## src/pkg/pcd_pkg.sv

```systemverilog
// package for the parameter channel decoder: field layout, codes, error numbers
package pcd_pkg;

  // channel word field positions
  localparam int PCD_ID_MSB = 15;
  localparam int PCD_ID_LSB = 12;
  localparam int PCD_RSV_BIT = 11;
  localparam int PCD_PNU_MSB = 10;
  localparam int PCD_SUB_MSB = 15;
  localparam int PCD_SUB_LSB = 8;
  localparam int PCD_PAGE_MSB = 7;
  localparam int PCD_CONN_MSB = 15;
  localparam int PCD_CONN_LSB = 10;
  localparam logic [5:0] PCD_CONN_MARK = 6'h3F;

  // request identifiers
  localparam logic [3:0] PCD_RQ_NONE = 4'h0;
  localparam logic [3:0] PCD_RQ_READ = 4'h1;
  localparam logic [3:0] PCD_RQ_WR16 = 4'h2;
  localparam logic [3:0] PCD_RQ_WR32 = 4'h3;
  localparam logic [3:0] PCD_RQ_DESC = 4'h4;
  localparam logic [3:0] PCD_RQ_FREAD = 4'h6;
  localparam logic [3:0] PCD_RQ_FWR16 = 4'h7;
  localparam logic [3:0] PCD_RQ_FWR32 = 4'h8;
  localparam logic [3:0] PCD_RQ_COUNT = 4'h9;

  // response identifiers
  localparam logic [3:0] PCD_RS_NONE = 4'h0;
  localparam logic [3:0] PCD_RS_WORD = 4'h1;
  localparam logic [3:0] PCD_RS_DWORD = 4'h2;
  localparam logic [3:0] PCD_RS_DESC = 4'h3;
  localparam logic [3:0] PCD_RS_FWORD = 4'h4;
  localparam logic [3:0] PCD_RS_FDWORD = 4'h5;
  localparam logic [3:0] PCD_RS_COUNT = 4'h6;
  localparam logic [3:0] PCD_RS_ERR = 4'h7;
  localparam logic [3:0] PCD_RS_NOAUTH = 4'h8;

  // error numbers
  localparam logic [7:0] PCD_E_NOPARAM = 8'h00;
  localparam logic [7:0] PCD_E_RDONLY = 8'h01;
  localparam logic [7:0] PCD_E_LIMIT = 8'h02;
  localparam logic [7:0] PCD_E_SUBIDX = 8'h03;
  localparam logic [7:0] PCD_E_NOARRAY = 8'h04;
  localparam logic [7:0] PCD_E_DTYPE = 8'h05;
  localparam logic [7:0] PCD_E_RESETONLY = 8'h06;
  localparam logic [7:0] PCD_E_DESCRO = 8'h07;
  localparam logic [7:0] PCD_E_NOMASTER = 8'h0B;
  localparam logic [7:0] PCD_E_KEYWORD = 8'h0C;
  localparam logic [7:0] PCD_E_OPSTATE = 8'h11;
  localparam logic [7:0] PCD_E_INADM = 8'h14;
  localparam logic [7:0] PCD_E_DEACT = 8'h65;
  localparam logic [7:0] PCD_E_WIDTH = 8'h66;
  localparam logic [7:0] PCD_E_ILLVAL = 8'h68;
  localparam logic [7:0] PCD_E_UNSUPP = 8'h6A;
  localparam logic [7:0] PCD_E_CLOOP = 8'h6B;
  localparam logic [7:0] PCD_E_COMMISS = 8'h86;
  localparam logic [7:0] PCD_E_PROTECT = 8'h87;
  localparam logic [7:0] PCD_E_BELOW = 8'hC8;
  localparam logic [7:0] PCD_E_ABOVE = 8'hC9;
  localparam logic [7:0] PCD_E_NOCODE = 8'hCC;

  // page index codes and offsets
  localparam logic [7:0] PCD_PG_0 = 8'h00;
  localparam logic [7:0] PCD_PG_2000 = 8'h80;
  localparam logic [7:0] PCD_PG_6000 = 8'h90;
  localparam logic [7:0] PCD_PG_8000 = 8'h20;
  localparam logic [7:0] PCD_PG_10000 = 8'hA0;
  localparam logic [7:0] PCD_PG_20000 = 8'h50;
  localparam logic [7:0] PCD_PG_30000 = 8'hF0;
  localparam logic [7:0] PCD_PG_60000 = 8'h74;
  localparam int PCD_DIRECT_LIMIT = 2000;
  localparam logic [3:0] PCD_COMMISSION_STATE = 4'hF;

  // the four-word channel
  typedef struct packed {
    logic [15:0] id_and_number_word;
    logic [15:0] index_word;
    logic [15:0] value_high_word;
    logic [15:0] value_low_word;
  } pcd_chan_t;

  // facts about the addressed parameter, supplied by the store
  typedef struct packed {
    logic exists;
    logic deactivated;
    logic writable;
    logic indexed;
    logic [7:0] elem_count;
    logic is32;
    logic is8;
    logic desc_writable;
    logic commission_only;
    logic loop_locked;
    logic reset_only;
    logic needs_keyword;
    logic needs_code;
    logic busy;
    logic [31:0] lo_abs;
    logic [31:0] hi_abs;
    logic [31:0] lo_cur;
    logic [31:0] hi_cur;
    logic discrete;
    logic value_ok;
    logic illegal_value;
  } pcd_pinfo_t;

  typedef enum logic [1:0] {
    PCD_IDLE = 2'b00,
    PCD_LOOK = 2'b01,
    PCD_ANSWER = 2'b11
  } pcd_state_t;

endpackage : pcd_pkg

```

## src/core/pcd_decoder.sv

```systemverilog
// parameter channel decoder: decodes a four-word request, checks it, answers once
// Behaviour
// - id bits 15..12, number 10..0, bit 11 zero
// - answer ids per request kind, 7/8 refusals
// - id 7 carries error in high word
// - request ids 6,7,8 equal 1,2,3
// - errors 00 nonexistent, 01 fixed, 02 limits
// - errors 03 bad subindex, 04 not indexed
// - error 05 wrong data type
// - error 06 nonzero write without permission
// - error 07 descriptive element is fixed; never sent, descriptive ids get 6A
// - error 0B write without master control
// - error 11 operating state, 0C keyword missing
// - error 14 inadmissible value within limits
// - error 65 parameter deactivated in mode
// - error 66 channel too narrow
// - error 6A unsupported id, 68 illegal value
// - error 86 not commissioning, 6B loop enabled
// - error 87 while protection is active
// - errors C8 below, C9 above, CC code
// - numbers below 2000 carried directly
// - higher numbers use page index offset
// - page codes map to the listed offsets
// - 8, 16 and 32 bit value placement
// - connector: number, 3F mark, index bits; only package constants, not decoded
`timescale 1ns/1ps
module pcd_decoder
  import pcd_pkg::*;
#(
  parameter int PNUM_W = 16,
  parameter bit WIDE_CHANNEL = 1'b1
) (
  input wire logic clock,
  input wire logic rst_n,
  input wire logic req_valid,
  input wire pcd_chan_t req_chan,
  output pcd_chan_t rsp_chan,
  output logic rsp_valid,
  output logic [PNUM_W-1:0] lookup_num,
  output logic [7:0] lookup_sub,
  output logic lookup_valid,
  input wire pcd_pinfo_t pinfo,
  input wire logic [31:0] read_value,
  output logic wr_en,
  output logic [31:0] wr_value,
  input wire logic master_control,
  input wire logic write_authorised,
  input wire logic protect_active,
  input wire logic [3:0] commissioning_state_param
);

  initial begin
    if (PNUM_W < 16) $error("PNUM_W must hold parameter numbers up to 61999");
  end

  typedef struct packed {
    pcd_state_t st;
    pcd_chan_t req;
    logic [3:0] kind;
    logic page_ok;
    pcd_chan_t rsp;
    logic rsp_valid;
    logic [PNUM_W-1:0] num;
    logic lk;
    logic wr_en;
    logic [31:0] wr_value;
  } pcd_regs_t;

  pcd_regs_t s_reg, s_next;

  // page code to offset
  // unknown codes leave the flag bit clear
  function automatic logic [PNUM_W:0] page_offset(input logic [7:0] pg);
    logic [PNUM_W:0] r;
    r = '0;
    unique case (pg)
      PCD_PG_0: r = {1'b1, PNUM_W'(0)};
      PCD_PG_2000: r = {1'b1, PNUM_W'(2000)};
      PCD_PG_6000: r = {1'b1, PNUM_W'(6000)};
      PCD_PG_8000: r = {1'b1, PNUM_W'(8000)};
      PCD_PG_10000: r = {1'b1, PNUM_W'(10000)};
      PCD_PG_20000: r = {1'b1, PNUM_W'(20000)};
      PCD_PG_30000: r = {1'b1, PNUM_W'(30000)};
      PCD_PG_60000: r = {1'b1, PNUM_W'(60000)};
      default: r = '0;
    endcase
    return r;
  endfunction : page_offset

  function automatic logic [3:0] fold_id(input logic [3:0] id);
    logic [3:0] r;
    r = id;
    if (id == PCD_RQ_FREAD) r = PCD_RQ_READ;
    if (id == PCD_RQ_FWR16) r = PCD_RQ_WR16;
    if (id == PCD_RQ_FWR32) r = PCD_RQ_WR32;
    return r;
  endfunction : fold_id

  logic [PNUM_W:0] pg_dec;
  logic [3:0] kind_in;
  logic is_write;
  logic [31:0] wval;
  logic [7:0] err;
  logic has_err;
  logic [3:0] pos_id;
  logic field_req;

  always_comb begin
    s_next = s_reg;
    s_next.rsp_valid = 1'b0;
    s_next.lk = 1'b0;
    s_next.wr_en = 1'b0;
    pg_dec = page_offset(req_chan.index_word[PCD_PAGE_MSB:0]);
    kind_in = fold_id(req_chan.id_and_number_word[PCD_ID_MSB:PCD_ID_LSB]);
    is_write = (s_reg.kind == PCD_RQ_WR16) || (s_reg.kind == PCD_RQ_WR32);
    field_req = s_reg.req.id_and_number_word[PCD_ID_MSB:PCD_ID_LSB] >= PCD_RQ_FREAD;
    // value placement: 32-bit spans both words, else low word only
    wval = (s_reg.kind == PCD_RQ_WR32) ? {s_reg.req.value_high_word, s_reg.req.value_low_word}
                                       : {16'h0000, s_reg.req.value_low_word};
    err = PCD_E_NOPARAM;
    has_err = 1'b1;
    pos_id = PCD_RS_NONE;
    ///////////////////////////////////////////////////////////////////////////
    // no descriptive write path
    if (!(s_reg.kind inside {PCD_RQ_READ, PCD_RQ_WR16, PCD_RQ_WR32, PCD_RQ_COUNT})) begin
      err = PCD_E_UNSUPP;
    end else if (!s_reg.page_ok || !pinfo.exists) begin
      err = PCD_E_NOPARAM;
    end else if (protect_active) begin
      err = PCD_E_PROTECT;
    end else if (pinfo.deactivated) begin
      err = PCD_E_DEACT;
    end else if (!pinfo.indexed && s_reg.req.index_word[PCD_SUB_MSB:PCD_SUB_LSB] != 8'h00) begin
      err = PCD_E_NOARRAY;
    end else if (pinfo.indexed && s_reg.req.index_word[PCD_SUB_MSB:PCD_SUB_LSB] >= pinfo.elem_count) begin
      err = PCD_E_SUBIDX;
    end else if (pinfo.busy) begin
      err = PCD_E_OPSTATE;
    end else if (!WIDE_CHANNEL && pinfo.is32 && !is_write && s_reg.kind != PCD_RQ_COUNT) begin
      err = PCD_E_WIDTH;
    end else if (is_write) begin
      if (!master_control) err = PCD_E_NOMASTER;
      else if (!pinfo.writable) err = PCD_E_RDONLY;
      else if (pinfo.commission_only && commissioning_state_param != PCD_COMMISSION_STATE) err = PCD_E_COMMISS;
      else if (pinfo.loop_locked) err = PCD_E_CLOOP;
      else if (pinfo.needs_code) err = PCD_E_NOCODE;
      else if (pinfo.needs_keyword) err = PCD_E_KEYWORD;
      else if (pinfo.is32 != (s_reg.kind == PCD_RQ_WR32) ||
               (pinfo.is8 && s_reg.req.value_low_word[15:8] != 8'h00)) err = PCD_E_DTYPE;
      else if (pinfo.reset_only && !write_authorised && wval != 32'h0000_0000) err = PCD_E_RESETONLY;
      else if (wval < pinfo.lo_abs || wval > pinfo.hi_abs) err = PCD_E_LIMIT;
      else if (wval < pinfo.lo_cur) err = PCD_E_BELOW;
      else if (wval > pinfo.hi_cur) err = PCD_E_ABOVE;
      else if (pinfo.illegal_value) err = PCD_E_ILLVAL;
      else if (pinfo.discrete && !pinfo.value_ok) err = PCD_E_INADM;
      else has_err = 1'b0;
    end else begin
      has_err = 1'b0;
    end
    unique case (s_reg.kind)
      PCD_RQ_WR16: pos_id = field_req ? PCD_RS_FWORD : PCD_RS_WORD;
      PCD_RQ_WR32: pos_id = field_req ? PCD_RS_FDWORD : PCD_RS_DWORD;
      PCD_RQ_COUNT: pos_id = PCD_RS_COUNT;
      default: pos_id = pinfo.is32 ? (field_req ? PCD_RS_FDWORD : PCD_RS_DWORD)
                                   : (field_req ? PCD_RS_FWORD : PCD_RS_WORD);
    endcase
    ///////////////////////////////////////////////////////////////////////////
    unique case (s_reg.st)
      PCD_IDLE: begin
        if (req_valid && kind_in != PCD_RQ_NONE) begin
          s_next.req = req_chan;
          s_next.kind = req_chan.id_and_number_word[PCD_RSV_BIT] ? 4'hF : kind_in;
          s_next.page_ok = pg_dec[PNUM_W];
          s_next.num = PNUM_W'(req_chan.id_and_number_word[PCD_PNU_MSB:0]) + pg_dec[PNUM_W-1:0];
          s_next.lk = 1'b1;
          s_next.st = PCD_LOOK;
        end
      end
      PCD_LOOK: begin
        s_next.st = PCD_ANSWER;
      end
      PCD_ANSWER: begin
        s_next.rsp.index_word = s_reg.req.index_word;
        s_next.rsp.id_and_number_word = {pos_id, 1'b0, s_reg.req.id_and_number_word[PCD_PNU_MSB:0]};
        s_next.rsp.value_high_word = 16'h0000;
        s_next.rsp.value_low_word = 16'h0000;
        if (has_err) begin
          s_next.rsp.id_and_number_word[PCD_ID_MSB:PCD_ID_LSB] =
            (err == PCD_E_NOMASTER) ? PCD_RS_NOAUTH : PCD_RS_ERR;
          s_next.rsp.value_high_word = {8'h00, err};
        end else if (s_reg.kind == PCD_RQ_COUNT) begin
          s_next.rsp.value_low_word = {8'h00, pinfo.elem_count};
        end else if (is_write) begin
          s_next.wr_en = 1'b1;
          s_next.wr_value = wval;
          s_next.rsp.value_high_word = s_reg.req.value_high_word;
          s_next.rsp.value_low_word = s_reg.req.value_low_word;
        end else begin
          s_next.rsp.value_high_word = pinfo.is32 ? read_value[31:16] : 16'h0000;
          s_next.rsp.value_low_word = pinfo.is8 ? {8'h00, read_value[7:0]} : read_value[15:0];
        end
        s_next.rsp_valid = 1'b1;
        s_next.st = PCD_IDLE;
      end
    endcase
  end

  always_ff @(posedge clock) begin
    if (!rst_n) begin
      s_reg <= '{st: PCD_IDLE, default: '0};
    end else begin
      s_reg <= s_next;
    end
  end

  assign rsp_chan = s_reg.rsp;
  assign rsp_valid = s_reg.rsp_valid;
  assign lookup_num = s_reg.num;
  assign lookup_sub = s_reg.req.index_word[PCD_SUB_MSB:PCD_SUB_LSB];
  assign lookup_valid = s_reg.lk;
  assign wr_en = s_reg.wr_en;
  assign wr_value = s_reg.wr_value;
endmodule : pcd_decoder

```

## config.mk

```make
export PLATFORM = sky130hd
export DESIGN_NAME = pcd_decoder
export DESIGN_NICKNAME = d
export VERILOG_FILES = /design/src/pkg/pcd_pkg.sv /design/src/core/pcd_decoder.sv
export SDC_FILE = /design/constraint.sdc
export NUM_CORES = 1
export LEC_CHECK = 0
export BUFFER_PORTS_ARGS = -buffer_cell sky130_fd_sc_hd__buf_2
export CAP_MARGIN = 20
export CORE_MARGIN = 4
export CORE_UTILIZATION = 45
export DETAILED_ROUTE_END_ITERATION = 7
export GPL_TIMING_DRIVEN = 0
export PLACE_DENSITY = 0.72
export SYNTH_ARGS = -nofsm -noshare
export SYNTH_HDL_FRONTEND = slang
export SYNTH_SLANG_ARGS = --single-unit
```

## constraint.sdc

```tcl
create_clock -name clock -period 13.5 [get_ports clock]
set_input_delay 2.7 -clock clock [delete_from_list [all_inputs] [get_ports clock]]
set_output_delay 2.7 -clock clock [all_outputs]
set_load 0.05 [all_outputs]
```

==> results by group <==
Outcome
  – Status: completed

STA
  – FMAX: 0.169 GHz
  – Crit share post-route: 43.8%
  – Setup TNS: 0 ns
  – Final setup viols: 0
  – Worst Tran Pin Value: 0.837 ns
  – Slew Limit Fails: 0
  – RSZ-0062 raised after global routing: no
  – Clock skew: 0.0137 ns
  – Post-layout minimum cycle time: 5.91 ns
  – Final worst setup slack: 7.59 ns
  – Slew HR: 44.2%
  – WHS: 0.452 ns
  – Final Hold Viols: 0

Layout
  – Area of the multi-input gates: 0.00688 mm^2
  – Layout cell share with drive strength beyond 1: 27.0%
  – Filler Cells Inserted: 2,560
  – Max FFs per register: 63
  – Nets@finish: 2,428
  – Post-layout util: 56.5%
  – Sequential Area: 0.00358 mm^2
  – Area delta synth->final: 24.0%

Global routing
  – Number of global-route vias before repair: 12,600
  – GR peak layer: met2
  – Largest net degree at the start of global routing: 20
  – Total track usage: 27.8%
  – Gr ovfl total: 0
  – Routing usage on met3: 6.32%
  – Initial antenna violation count: 12
  – Global-route wire length before repair: 66,600 um
  – Met2 Track Usage GR: 47.0%
  – Met1 usage: 34.7%

Die
  – Die H: 173 um
  – Die Width: 173 um
  – Die area: 0.0299 mm^2
  – Site Rows: 60
  – Initial Util: 45.6%
  – CORE AREA: 0.0268 mm^2
  – I/O pins: 381

Synth
  – Ys Warns: 0
  – Ranking of synthesized cells by area: dfxtp_1, ha_1, nand2_1
  – Main synth FF type: dfxtp_1
  – Syn Inst Count: 1,636
  – Register area share after synthesis: 29.3%
  – Async SR Flop Fraction: 0%
  – Post-synth EDFFs: 0
  – Area leader, netlist: dfxtp_1
  – Synth Cell Area: 0.0122 mm^2
  – Flops & latches, synth: 179
  – Synth cell types: 72
  – Mapped Nets: 2,031
  – Syn Area/Cell: 7.47 um^2
  – Top-area cell type share of the netlist area: 29.3%

Clocking
  – CTS resizes: 0
  – Clk sinks: 179
  – Root Buffer: clkbuf_16
  – Clock Latency Late Sink: 0.45 ns
  – Post-CTS Setup Inserts: 0
  – Hold Buf Count CTS: 0
  – CTS tree: built
  – CTS H-Tree Depth: 4
  – Total CTS buffers: 17
  – Clock slew at reported path FFs: 0.08 ns
  – Clock Path Buffers: 2

Setup path
  – Critical Path Most Common Cell: nand4_1
  – CP max-delay cell: or4_4
  – Critical path required time: 13.80 ns
  – CP startpoint kind: primary input
  – CP Capture Type: flop
  – R2R depth: 17
  – Largest incremental delay on the critical path: 0.49 ns
  – CP max FO: 10
  – Register-to-register setup slack: 8.12 ns
  – Critical path class: primary input to flop
  – Cell Chain, Critical Path: buf_2 > inv_1 > ha_1 > and4_1 > nand4_1 > a221o_1 > or4_4 > and2_1 > a211o_2 > nor3_4 > nand4_1 > clkbuf_1 > nand2_1 > a21oi_1
  – Crit path DAT: 6.22 ns

Placed design
  – Place WS: 7.13 ns
  – GP Congestion: 0.951
  – Final HPWL DP: 34,700 um
  – Port Buffers: 377

Power
  – Worst VDD drop: 0.0648 mV
  – PwrDens: 89.6 mW/mm^2
  – Cell leakage power: 0.00765 uW

Drt
  – ANT nets after route: 0
  – Vias per inst: 5.36
  – DR DRC count: 0
  – Vias post-DR: 12,800
  – Initial drt markers: 788
  – Initial DRT Pass Iterations: 5
  – DR WL/cell: 18.0 um
  – Routed wire length: 43,000 um

Hold path
  – Hold crit path type: flop to flop
  – Cell depth of the worst hold path: 2

Flow run
  – Max-cap violation count: 0
[synthesized netlist by cell type, types with 4 or more instances]
cell type	number
o2111ai_1	4
clkbuf_1	58
nor4_1	12
a211oi_1	12
a22o_1	15
dfxtp_1	179
nand3_1	40
and3_1	14
o21a_1	4
o21ai_0	57
nor3_1	26
inv_1	151
or4_1	4
nand2_1	312
a21o_1	17
a22oi_1	9
a21oi_1	217
or3_1	7
a211o_1	4
and2_1	19
o21bai_1	5
a31oi_1	8
buf_4	123
o21ai_1	10
xor2_1	6
and4_1	5
xnor2_1	7
nand4_1	24
nor2b_1	11
nand2b_1	13
or2_2	4
buf_1	4
a311oi_1	4
a41oi_1	7
ha_1	136
nor2_1	48
[routing by layer]
metal	routed length [um]	part of all wire, %	up-vias
li1	-	-	6316
met1	18000	42	5861
met2	20100	47	519
met3	3230	7.5	113
met4	1470	3.4	16
met5	92	0.21	-
[worst paths after layout]
kind | startpoint | end
worst max register to register | s_reg[116] | wr_value[7]
worst max-delay path | pinfo[33] | wr_value[7]
worst min-delay path | s_reg[178] | rsp_chan[58]
worst min register to register | s_reg[178] | rsp_chan[58]
[critical path: cells and delay by family]
kind | cells | cell delay (ns)
simple gates | 7 | 1.93
compound gates | 3 | 0.76
buf+inv | 3 | 0.50
fa+ha+maj | 1 | 0.30
[where the power goes]
group	switching (uW)	total, uW	internal (uW)
clock network	251	500	249
logic	175	281	107
registers	28.6	576	548
[final cells by class]
cell class              instances  area share (%)
diodes                          4          0.0661
plain buffers                 190            7.88
clock buffers                  18            2.83
clock inverters                14            1.10
inverters                     151            3.74
multi-input cells            1116            45.4
flip-flops and latches        179            23.6
well taps                     341            2.82
repair buffers                378            12.5
[cells by family after synthesis]
group           share of synthesized area, %
buf+inv                                 14.4
compound gates                          20.1
simple gates                            20.8
xor+xnor                               0.932
flops                                   29.3
fa+ha+maj                               14.3
other cells                           0.0307
[per-stage QoR]
| stage | instances | area, um^2 | power (uW) |
|---|---|---|---|
| after floorplan | 1636 | 12200 | 753 |
| after global placement | 2354 | 14500 | 860 |
| after detailed placement | 2355 | 14500 | 867 |
| after CTS | 2387 | 15100 | 1360 |
| after global routing | 2390 | 15200 | 1420 |
| final | 2391 | 15200 | 1360 |
[cells in the final DEF, fill, tap and decap left out, types with 7 or more instances in the layout]
cell       count
or3_1          7
and2_1        19
nand2_1      312
a21oi_1      217
clkbuf_1      59
nand3_1       40
inv_1        151
a22o_1        15
ha_1         136
o21ai_1       10
a21o_1        17
clkbuf_16     17
nand4_1       24
a211oi_1      12
nor4_1        11
xnor2_1        7
nor2b_1       11
buf_2        380
nand2b_1      13
o21ai_0       57
nor3_1        26
a22oi_1        9
a31oi_1        8
buf_4        124
and3_1        14
nor2_1        48
dfxtp_1      179
a41oi_1        7
Power figures use the tool's default switching activity.
